==> config.mk <==
export PLATFORM = sky130hd
export DESIGN_NAME = sg_start_credits
export DESIGN_NICKNAME = d
export VERILOG_FILES = /design/src/chan_credit.v /design/src/sg_start_credits.v
export VERILOG_INCLUDE_DIRS = /design/src
export SDC_FILE = /design/constraint.sdc
export NUM_CORES = 1
export LEC_CHECK = 0
export BUFFER_PORTS_ARGS = -buffer_cell sky130_fd_sc_hd__buf_4
export CORE_MARGIN = 2
export CORE_UTILIZATION = 40
export CTS_BUF_LIST = sky130_fd_sc_hd__clkbuf_2
export DETAILED_ROUTE_END_ITERATION = 16
export PLACE_DENSITY = 0.6
export RECOVER_POWER = 50
export REMOVE_ABC_BUFFERS = 1
export SLEW_MARGIN = 20
export SYNTH_ARGS = -nofsm -noshare
export SYNTH_HDL_FRONTEND = slang
export SYNTH_SLANG_ARGS = --single-unit
==> constraint.sdc <==
create_clock -name aclk -period 4.58 [get_ports aclk]
set_clock_uncertainty 0.1 [all_clocks]
set_input_delay 0.458 -clock aclk [delete_from_list [all_inputs] [get_ports aclk]]
set_output_delay 0.458 -clock aclk [all_outputs]
set_load 0.05 [all_outputs]
==> src/chan_start_regs.vh <==
// constants for the descriptor start and credit block
// Notes on behaviour
// - 64-bit start pointer from high/low registers
// - first fetch at start pointer on run rise
// - six-bit adjacent count, fetched with start
// - credit write adds to outstanding count
// - credits limit fetches only in credit mode
// - credits cleared on run falling edge
// - credits cleared while credit mode off
// - credit read returns remaining credits
// - identity bit 15 reports streaming interface
// - identity bits 11:8 channel index, 14:12 zero
// - mode bits 0 and 16 enable crediting
// - in credit mode, never fetch beyond granted credits
`ifndef CHAN_START_REGS_VH
`define CHAN_START_REGS_VH
`define OFF_IDENT 8'h00
`define OFF_PTR_LO 8'h80
`define OFF_PTR_HI 8'h84
`define OFF_ADJ 8'h88
`define OFF_CRED 8'h8c
`define OFF_RUN 8'hc0
`define OFF_MODE 8'hc4
`define OFF_STATUS 8'hc8
`define ADJ_W 6
`define CRED_W 10
`define CRED_ZERO 10'h000
`define ID_STREAM_BIT 15
`define ID_CHAN_LSB 8
`define MODE_CARD_TO_HOST_LSB 16
`define RESP_OKAY 2'b00
`define RESP_SLVERR 2'b10
`endif

==> src/chan_credit.v <==
// one channel: start pointer, adjacent count, credit counter and fetch issue
`timescale 1ns/100ps
`include "chan_start_regs.vh"
module chan_credit (
	input wire aclk,
	input wire aresetn,
	input wire wr_lo,
	input wire wr_hi,
	input wire wr_adj,
	input wire wr_cred,
	input wire [31:0] wdata,
	input wire run,
	input wire credit_mode_on,
	input wire fetch_ready,
	input wire fetch_done,
	output reg [31:0] ptr_lo_r,
	output reg [31:0] ptr_hi_r,
	output reg [5:0] adj_r,
	output reg [9:0] credit_r,
	output wire fetch_valid,
	output reg [63:0] fetch_addr_r,
	output reg [5:0] fetch_adj_r,
	output wire busy
);
	reg run_d_r;
	reg pending_r;
	wire run_rise;
	wire run_fall;
	wire take;
	wire allowed;
	wire [10:0] sum;
	reg [9:0] credit_nxt;

	assign run_rise = run & ~run_d_r;
	assign run_fall = ~run & run_d_r;
	assign allowed = ~credit_mode_on | (credit_r != `CRED_ZERO);
	assign fetch_valid = run & pending_r & allowed;
	assign take = fetch_valid & fetch_ready;
	assign busy = pending_r;
	assign sum = {1'b0, credit_r} + {1'b0, wdata[9:0]};

	always @* begin
		credit_nxt = credit_r;
		if (wr_cred) begin
			credit_nxt = sum[10] ? 10'h3ff : sum[9:0];
		end
		if (take && credit_mode_on) begin
			credit_nxt = credit_nxt - 10'h001;
		end
		if (run_fall || !credit_mode_on) begin
			credit_nxt = `CRED_ZERO;
		end
	end

	always @(posedge aclk) begin
		if (!aresetn) begin
			ptr_lo_r <= 32'h00000000;
			ptr_hi_r <= 32'h00000000;
			adj_r <= 6'h00;
			credit_r <= `CRED_ZERO;
			run_d_r <= 1'b0;
			pending_r <= 1'b0;
			fetch_addr_r <= 64'h0;
			fetch_adj_r <= 6'h00;
		end else begin
			run_d_r <= run;
			credit_r <= credit_nxt;
			if (wr_lo) begin
				ptr_lo_r <= wdata;
			end
			if (wr_hi) begin
				ptr_hi_r <= wdata;
			end
			if (wr_adj) begin
				adj_r <= wdata[5:0];
			end
			if (run_rise) begin
				pending_r <= 1'b1;
				fetch_addr_r <= {ptr_hi_r, ptr_lo_r};
				fetch_adj_r <= adj_r;
			end else if (!run || (pending_r && fetch_done)) begin
				pending_r <= 1'b0;
			end
		end
	end
endmodule // chan_credit

==> src/sg_start_credits.v <==
// axi4-lite register block for one host-to-card and one card-to-host channel
`timescale 1ns/100ps
`include "chan_start_regs.vh"
module sg_start_credits #(
	parameter [3:0] host_to_card_index = 4'h0,
	parameter [3:0] card_to_host_index = 4'h0,
	parameter host_to_card_stream = 1'b0,
	parameter card_to_host_stream = 1'b0
) (
	input wire aclk,
	input wire aresetn,
	input wire [11:0] s_axi_awaddr,
	input wire s_axi_awvalid,
	output wire s_axi_awready,
	input wire [31:0] s_axi_wdata,
	input wire [3:0] s_axi_wstrb,
	input wire s_axi_wvalid,
	output wire s_axi_wready,
	output reg [1:0] s_axi_bresp,
	output reg s_axi_bvalid,
	input wire s_axi_bready,
	input wire [11:0] s_axi_araddr,
	input wire s_axi_arvalid,
	output wire s_axi_arready,
	output reg [31:0] s_axi_rdata,
	output reg [1:0] s_axi_rresp,
	output reg s_axi_rvalid,
	input wire s_axi_rready,
	input wire [1:0] fetch_ready,
	input wire [1:0] fetch_done,
	output wire [1:0] fetch_valid,
	output wire [127:0] fetch_addr,
	output wire [11:0] fetch_adj
);
	////////////////////////////////////////////////////////////////////////
	// write channel: address and data caught in either order
	reg aw_held_r;
	reg w_held_r;
	reg [11:0] awaddr_r;
	reg [31:0] wdata_r;
	reg [3:0] wstrb_r;
	reg [1:0] run_r;
	reg [31:0] mode_r;
	wire do_write;
	wire wsel;
	wire [7:0] woff;
	wire wmapped;

	assign s_axi_awready = ~aw_held_r & ~s_axi_bvalid;
	assign s_axi_wready = ~w_held_r & ~s_axi_bvalid;
	assign do_write = aw_held_r & w_held_r & ~s_axi_bvalid;
	assign wsel = awaddr_r[8];
	assign woff = awaddr_r[7:0];
	assign wmapped = (awaddr_r[11:9] == 3'h0) && (woff == `OFF_PTR_LO || woff == `OFF_PTR_HI
		|| woff == `OFF_ADJ || woff == `OFF_CRED || woff == `OFF_RUN || woff == `OFF_MODE
		|| woff == `OFF_IDENT || woff == `OFF_STATUS);

	always @(posedge aclk) begin
		if (!aresetn) begin
			aw_held_r <= 1'b0;
			w_held_r <= 1'b0;
			awaddr_r <= 12'h000;
			wdata_r <= 32'h00000000;
			wstrb_r <= 4'h0;
			s_axi_bvalid <= 1'b0;
			s_axi_bresp <= `RESP_OKAY;
		end else begin
			if (s_axi_awvalid && s_axi_awready) begin
				aw_held_r <= 1'b1;
				awaddr_r <= s_axi_awaddr;
			end
			if (s_axi_wvalid && s_axi_wready) begin
				w_held_r <= 1'b1;
				wdata_r <= s_axi_wdata;
				wstrb_r <= s_axi_wstrb;
			end
			if (do_write) begin
				aw_held_r <= 1'b0;
				w_held_r <= 1'b0;
				s_axi_bvalid <= 1'b1;
				s_axi_bresp <= wmapped ? `RESP_OKAY : `RESP_SLVERR;
			end else if (s_axi_bvalid && s_axi_bready) begin
				s_axi_bvalid <= 1'b0;
			end
		end
	end

	////////////////////////////////////////////////////////////////////////
	// write strobes, full-word writes only for every register
	wire full = (wstrb_r == 4'hf);
	wire [1:0] wr_lo;
	wire [1:0] wr_hi;
	wire [1:0] wr_adj;
	wire [1:0] wr_cred;
	wire [1:0] busy;
	wire [1:0] mode_on;
	wire [63:0] ptr_lo;
	wire [63:0] ptr_hi;
	wire [11:0] adj;
	wire [19:0] credit;

	assign mode_on = {mode_r[`MODE_CARD_TO_HOST_LSB], mode_r[0]};

	genvar ch;
	generate
		for (ch = 0; ch < 2; ch = ch + 1) begin : chan
			wire hit = do_write & wmapped & full & (wsel == ch);
			assign wr_lo[ch] = hit & (woff == `OFF_PTR_LO);
			assign wr_hi[ch] = hit & (woff == `OFF_PTR_HI);
			assign wr_adj[ch] = hit & (woff == `OFF_ADJ);
			assign wr_cred[ch] = hit & (woff == `OFF_CRED);
			chan_credit u_chan (
				.aclk(aclk),
				.aresetn(aresetn),
				.wr_lo(wr_lo[ch]),
				.wr_hi(wr_hi[ch]),
				.wr_adj(wr_adj[ch]),
				.wr_cred(wr_cred[ch]),
				.wdata(wdata_r),
				.run(run_r[ch]),
				.credit_mode_on(mode_on[ch]),
				.fetch_ready(fetch_ready[ch]),
				.fetch_done(fetch_done[ch]),
				.ptr_lo_r(ptr_lo[ch*32 +: 32]),
				.ptr_hi_r(ptr_hi[ch*32 +: 32]),
				.adj_r(adj[ch*6 +: 6]),
				.credit_r(credit[ch*10 +: 10]),
				.fetch_valid(fetch_valid[ch]),
				.fetch_addr_r(fetch_addr[ch*64 +: 64]),
				.fetch_adj_r(fetch_adj[ch*6 +: 6]),
				.busy(busy[ch])
			);
		end
	endgenerate

	////////////////////////////////////////////////////////////////////////
	// run bits and credit mode enables
	always @(posedge aclk) begin
		if (!aresetn) begin
			run_r <= 2'b00;
			mode_r <= 32'h00000000;
		end else if (do_write && wmapped && full) begin
			if (woff == `OFF_RUN) begin
				run_r[wsel] <= wdata_r[0];
			end else if (woff == `OFF_MODE && !wsel) begin
				mode_r <= {12'h000, wdata_r[19:16], 12'h000, wdata_r[3:0]};
			end
		end
	end

	////////////////////////////////////////////////////////////////////////
	// read channel, one cycle after the address
	wire rsel = s_axi_araddr[8];
	wire [7:0] roff = s_axi_araddr[7:0];
	wire [3:0] rindex = rsel ? card_to_host_index : host_to_card_index;
	wire rstream = rsel ? card_to_host_stream : host_to_card_stream;
	reg [31:0] rd_nxt;
	reg rerr_nxt;

	assign s_axi_arready = ~s_axi_rvalid;

	always @* begin
		rd_nxt = 32'h00000000;
		rerr_nxt = 1'b0;
		if (s_axi_araddr[11:9] != 3'h0) begin
			rerr_nxt = 1'b1;
		end else if (roff == `OFF_IDENT) begin
			rd_nxt[`ID_STREAM_BIT] = rstream;
			rd_nxt[`ID_CHAN_LSB +: 4] = rindex;
		end else if (roff == `OFF_PTR_LO) begin
			rd_nxt = ptr_lo[rsel*32 +: 32];
		end else if (roff == `OFF_PTR_HI) begin
			rd_nxt = ptr_hi[rsel*32 +: 32];
		end else if (roff == `OFF_ADJ) begin
			rd_nxt[5:0] = adj[rsel*6 +: 6];
		end else if (roff == `OFF_CRED) begin
			rd_nxt[9:0] = credit[rsel*10 +: 10];
		end else if (roff == `OFF_RUN) begin
			rd_nxt[0] = run_r[rsel];
		end else if (roff == `OFF_MODE) begin
			rd_nxt = mode_r;
		end else if (roff == `OFF_STATUS) begin
			rd_nxt[0] = busy[rsel];
			rd_nxt[1] = fetch_valid[rsel];
		end else begin
			rerr_nxt = 1'b1;
		end
	end

	always @(posedge aclk) begin
		if (!aresetn) begin
			s_axi_rvalid <= 1'b0;
			s_axi_rdata <= 32'h00000000;
			s_axi_rresp <= `RESP_OKAY;
		end else if (s_axi_arvalid && s_axi_arready) begin
			s_axi_rvalid <= 1'b1;
			s_axi_rdata <= rd_nxt;
			s_axi_rresp <= rerr_nxt ? `RESP_SLVERR : `RESP_OKAY;
		end else if (s_axi_rvalid && s_axi_rready) begin
			s_axi_rvalid <= 1'b0;
		end
	end
endmodule // sg_start_credits

Word-level counts from Yosys, hierarchy flattened
Index checks and enable logic that the tools add are counted.
{"block": "word_totals", "reg_bits": 402, "latch_bits": 0, "ram_bits": 0, "input_bits": 71, "n_memories": 0, "elab_cells": 200, "rom_bits": 0}
{"block": "op_classes", "div": 0, "n_shift": 4, "n_addsub": 4, "bitwise": 41, "order_cmp": 3, "n_eq_ne": 15, "n_reduce_logical": 45, "n_mul": 2, "muxes": 58}
{"op": "$shiftx 64x7->32", "n": 2}
{"op": "$eq 8x8->1 const B", "n": 14}
{"op": "$mux 32", "n": 3}
{"op": "$mux 10", "n": 8}
{"op": "$and 1x1->1", "n": 26}
{"op": "$mux 1", "n": 26}
{"op": "$add 10x10->11", "n": 2}
{"op": "$mux 2", "n": 11}
{"op": "$reduce_bool 10->1", "n": 2}
{"op": "$shiftx 20x6->10", "n": 1}
{"op": "$sub 10x1->10 const B", "n": 2}
{"op": "$mux 19", "n": 1}
{"op": "$mux 18", "n": 1}
{"op": "$logic_not 8->1", "n": 2}
{"op": "$mux 16", "n": 1}
{"op": "$logic_and 1x1->1", "n": 14}
{"op": "$mux 14", "n": 1}
{"op": "$not 1->1", "n": 13}
{"op": "$shiftx 12x5->6", "n": 1}
{"op": "$logic_or 1x1->1", "n": 11}
{"op": "$mux 8", "n": 1}
{"op": "$reduce_bool 2->1", "n": 4}
{"op": "$mux 6", "n": 1}
{"op": "$reduce_or 2->1", "n": 3}
{"op": "other kinds (15)", "n": 21}

Longest topological paths before layout
{"block": "logic_depth", "depth_word": 21, "mapped_depth": 14, "mapped_depth_nobuf": 14}

By module
Synthesis repeated with hierarchy kept, for this count alone.
{"block": "unflattened", "cells_unflattened": 1988, "hier_area_um2": 17807.1}
{"mod": "chan_credit", "instances": 2, "cells_per_inst": 678, "area_each_um2": 6359.8}
{"mod": "sg_start_credits", "instances": 1, "cells_per_inst": 632, "area_each_um2": 5087.4}

Worst setup path before layout
Ideal clock, no wire load.
{"block": "synth_timing", "kind": "register to register", "from": "reg awaddr_r[0]", "to": "reg chan[0].u_chan.credit_r[8]", "path_slack_ns": 1.260, "stages_incl_launch_ff": 13, "t_required_ns": 4.352, "arrival_ns": 3.092, "path_buffers": 1, "path_cell_list": "dfxtp_1 > nor4_2 > nand4b_2 > or4_1 > buf_2 > nand3b_1 > o22ai_1 > ha_1 > nand2_1 > a211oi_1 > nand4_1 > xnor2_1 > nor2_1"}
{"block": "synth_via", "elab_chain_cells": 16, "elab_cells_between_ends": 23}
{"item": "start: declaration", "line": "sg_start_credits.v:39", "text": "reg [11:0] awaddr_r;"}
{"item": "start signal: assignment", "line": "sg_start_credits.v:70", "text": "awaddr_r <= s_axi_awaddr;"}
{"item": "$eq 8x8->1 (no source line)"}
{"item": "$logic_or 1x1->1 (no source line) (7 in series)"}
{"item": "$logic_and 1x1->1", "line": "sg_start_credits.v:54", "text": "assign wmapped = (awaddr_r[11:9] == 3'h0) && (woff == `OFF_PTR_LO || woff == `OFF_PTR_HI"}
{"item": "$and 1x1->1 (3 in series)", "line": "sg_start_credits.v:107", "text": "wire hit = do_write & wmapped & full & (wsel == ch);"}
{"item": "$and 1x1->1 (*)", "line": "sg_start_credits.v:111", "text": "assign wr_cred[ch] = hit & (woff == `OFF_CRED);"}
{"item": "$mux 10 (*)", "line": "chan_credit.v:44", "text": "if (wr_cred) begin"}
{"item": "$sub 10x1->10", "line": "chan_credit.v:48", "text": "credit_nxt = credit_nxt - 10'h001;"}
{"item": "$mux 10 (*)", "line": "chan_credit.v:47", "text": "if (take && credit_mode_on) begin"}
{"item": "end signal: assignment", "line": "chan_credit.v:60", "text": "credit_r <= `CRED_ZERO;"}
{"item": "end signal: assignment", "line": "chan_credit.v:67", "text": "credit_r <= credit_nxt;"}
{"item": "end: declaration", "line": "chan_credit.v:19", "text": "output reg [9:0] credit_r,"}
Mark *: on every way between the ends. The rest lies on a longest branch, timed or not.
A chain may end at the register's enable or synchronous reset.

Final worst setup path
{"block": "layout_timing", "from": "reg run_r[0]", "to": "reg chan[0].u_chan.fetch_addr_r[61]"}
{"block": "layout_via", "elab_chain_cells": 1}
{"item": "start: declaration", "line": "sg_start_credits.v:42", "text": "reg [1:0] run_r;"}
{"item": "start signal: indexed assignment", "line": "sg_start_credits.v:144", "text": "run_r[wsel] <= wdata_r[0];"}
{"item": "$and 1x1->1", "line": "chan_credit.v:34", "text": "assign run_rise = run & ~run_d_r;"}
{"item": "end signal: assignment", "line": "chan_credit.v:79", "text": "fetch_addr_r <= {ptr_hi_r, ptr_lo_r};"}
{"item": "end: declaration", "line": "chan_credit.v:21", "text": "output reg [63:0] fetch_addr_r,"}
Every way passes these cells.

==> metrics.md <==
| Metric | Value |
|---|---|
| Failing checks | max-capacitance violations, max-slew violations |
| Flop pwr share | 55.8% |
| WHS | 0.156 ns |
| Total gr overflow | 0 |
| WP buf/inv | 1 |
| Sequential element share of the synthesized area | 45.2% |
| Antenna violations before repair | 2 |
| #FFs+latches synth | 400 |
| Final setup violation count | 0 |
| Synth Cell Area | 17700 µm² |
| Status | finished with violations |
| Family with the most delay on the worst path | simple AND/OR/NAND/NOR gates |
| Worst hold-check path type | in -> reg |
| CTS tree | done |
| Synth cell types | 67 |
| GR Layer Usage met2 | 41.5% |
| Routing usage on met3 | 5.90% |
| ANT nets after route | 0 |
| P&R area growth vs syn | 20.9% |
| Height of the die | 214 µm |
| Mapped Cells | 2143 |
| Register area | 8010 µm² |
| Syn_area_per_cell | 8.27 µm² |
| Setup repair bufs after CTS | 0 |
| Max Fclk | 244 MHz |
| Synth area leader | dfxtp_1 |
| CP startpoint kind | flop |
| # resized after CTS | 0 |
| Ports | 254 |
| Die width | 214 µm |
| Worst-Margin Slew | 3.29 ns |
| Crit path time final | 4.09 ns |
| Maxcap violations | 4 |
| WS Path Type | reg -> reg |
| DRT Wirelength | 59.4 mm |
| Synth Flop Type | dfxtp_1 |
| M1 GR Usage | 31.9% |
| Gr usage total | 25.2% |
| Placer Congestion | 0.926 |
| Largest net degree at the start of global routing | 206 |
| Slew margin rel. | -120% |
| Setup crit end kind | flop |
| DRC | 0 |
| Gate power share | 7.6% |
| Crit-path max cell delay | 2.47 ns |
| Final core utilization | 48.7% |
| CTS max path bufs | 3 |
| Dpl hpwl | 36.2 mm |
| First-pass GRT wire length | 90.7 mm |
| First drt pass iteration count | 5 |
| Die area | 46000 µm² |
| Fin. Hold Viols | 0 |
| Layout fillers | 4530 |
| NetSw | 1.74 mW |
| Final worst path period share | 89.4% |
| Top-area cell type share of the netlist area | 45.2% |
| NumNets Final | 2590 |
| Post-synth EDFFs | 0 |
| Pleak | 7.59 nW |
| Std-Cell Rows | 77 |
| Internal Pwr Total | 4.62 mW |
| Fraction of registers with async set/reset | 0% |
| Starting Density | 40.3% |
| Switch share | 27.3% |
| CP Cell Sequence | nor2b_1 -> buf_4 -> nand2_1 -> a21boi_0 |
| Port Buffers | 251 |
| RSZ-0062 raised after global routing | no |
| Routed via count | 16.4k |
| CP max stage cell | nor2b_1 |
| WP data arrival | 4.95 ns |
| WL/cell | 18.9 µm |
| Ranking of synthesized cells by area | dfxtp_1 (45%), nand2_1 (15%), a21boi_0 (14%), mux2i_1 (5.3%), clkbuf_1 (3.0%) |
| Clock tree root buffer cell | clkbuf_2 |
| IR drop worst, VDD | 0.000165 V |
| Setup_tns | 0 ns |
| Proportion of layout cells with a drive suffix above 1 | 10.6% |
| Clk_lat worst skew | 1.07 ns |
| Crit path max fanout | 35 |
| Via density | 5.20 |
| CTS H-tree lvls | 3 |
| Num Clock Sinks | 400 |
| Clock slew at reported path FFs | 0.11 ns |
| Grt peak-use layer | met2 |
| Critical Path RT | 5.44 ns |
| Clock share of power | 36.6% |
| Fin. max-slew vios | 279 |
| Vias in the first global route | 16.0k |
| Synth Warn # | 0 |
| Pwr per Cell Area | 297 nW/µm² |
| Core box area | 43900 µm² |
| Footprint of the multi-input gates | 9110 µm² |
| Num CTS Buffers | 103 |
| Iteration-0 DRC Markers | 1021 |
## through the flow
stage	setup slack, ns	std cells	cell area (µm²)	power, mW
finish	0.486	3145	21400	6.36
global route	0.256	3145	21400	6.65
CTS	0.741	3144	22100	6.41
detailed placement	0.790	2856	20000	4.01
global placement	0.808	2856	20000	4.01
floorplan	1.07	1992	17100	3.80
## layout by cell type, fill, tap and decap left out, drive strengths merged, types with 5 or more instances in the layout
master         n
dfxtp        400
or3            5
a22oi         24
and3           5
and2          12
nand3         14
xor2          10
dlygate4sd3  126
nor4          12
o211ai         5
nand3b         9
nand4          6
nor3          18
clkinv        16
o22ai         30
ha            22
mux2           6
nand2        692
buf           93
clkbuf       323
a21boi       343
o221ai         7
nor2          58
xnor2          9
inv           22
a21oi         33
nor2b         35
nand2b         8
a211oi         6
or4            7
a31oi         11
mux2i         93
o21ai         43
a21o           5
## cells in the mapped netlist (all sizes together), types with 8 or more instances
cell type / n
buf: 12
ha: 22
and2: 12
nor4: 12
inv: 22
mux2i: 93
nor3: 18
a22oi: 24
nand3b: 9
a21oi: 33
a31oi: 11
nand2: 692
o22ai: 30
nand3: 14
clkbuf: 140
xor2: 10
dfxtp: 400
nor2b: 35
o21ai: 43
xnor2: 9
nand2b: 8
nor2: 58
a21boi: 343
## flip-flops by register name (all words and copies together), names as in the netlist, 2 cells and up
register and count:
wdata_r 32, chan.u_chan.credit_r 20, chan.u_chan.fetch_adj_r 12, s_axi_rdata 32, chan.u_chan.fetch_addr_r 128, chan.u_chan.run_d_r 2, chan.u_chan.busy 2, run_r 2
wstrb_r 4, chan.u_chan.ptr_hi_r 64, awaddr_r 12, mode_r 8, chan.u_chan.adj_r 12, chan.u_chan.ptr_lo_r 64
## routing by layer
layer / up-vias / routed length [µm]
met5: - / 9
met3: 111 / 3790
met1: 7749 / 26400
met4: 2 / 1650
li1: 7999 / -
met2: 496 / 27500
## repair_timing
item / in CTS / in global routing
endpoints found under the hold margin: 80 / 0
hold buffers: 126 / 0
setup endpoints to repair: 0 / 0
## tightest hold or removal path, delay by kind of cell
kind / cells / cell delay [ns]
AO/OA/AOI/OAI: 1 / 0.07
buffers and inverters: 2 / 0.63
AND/OR/NAND/NOR: 1 / 0.09
## cells by family (layout without fill, tap and decap cells)
family          count (synthesis)  count (layout)  share of synthesized area (%)
simple gates                  899             899                           21.4
flops                         400             400                           45.2
compound gates                527             527                           21.2
fa+ha+maj                      24              24                           1.78
other cells                     1               3                         0.0212
xor+xnor                       19              19                          0.940
buf+inv                       174             582                           3.79
mux                            99              99                           5.64
## layout make-up
class                   count  share of cell area [%]
diodes                      1                  0.0117
clock buffers             144                    3.37
clock inverters            18                   0.456
inverters                  22                   0.386
multi-input cells        1570                    42.5
flip-flops and latches    400                    37.4
well taps                 592                    3.46
repair buffers            398                    12.4
## power groups by stage
stage	sequential (mW)	clock (mW)	combinational [mW]
floorplan	3.63	0	0.174
CTS	3.55	2.39	0.474
finish	3.55	2.33	0.485
global placement	3.63	0	0.381
detailed placement	3.63	0	0.384
global route	3.56	2.58	0.518
## final timing paths
kind              slack [ns]                       startpoint                         endpoint  cells past startpoint
setup / recovery        0.49                         run_r[0]  chan[0].u_chan.fetch_addr_r[61]                      4
hold reg to reg         0.37  chan[1].u_chan.fetch_addr_r[26]  chan[1].u_chan.fetch_addr_r[26]                      2
setup reg to reg        0.49                         run_r[0]  chan[0].u_chan.fetch_addr_r[61]                      4
hold / removal          0.16                    fetch_done[0]              chan[0].u_chan.busy                      4
Note: power is estimated with default switching activity, not from simulation.
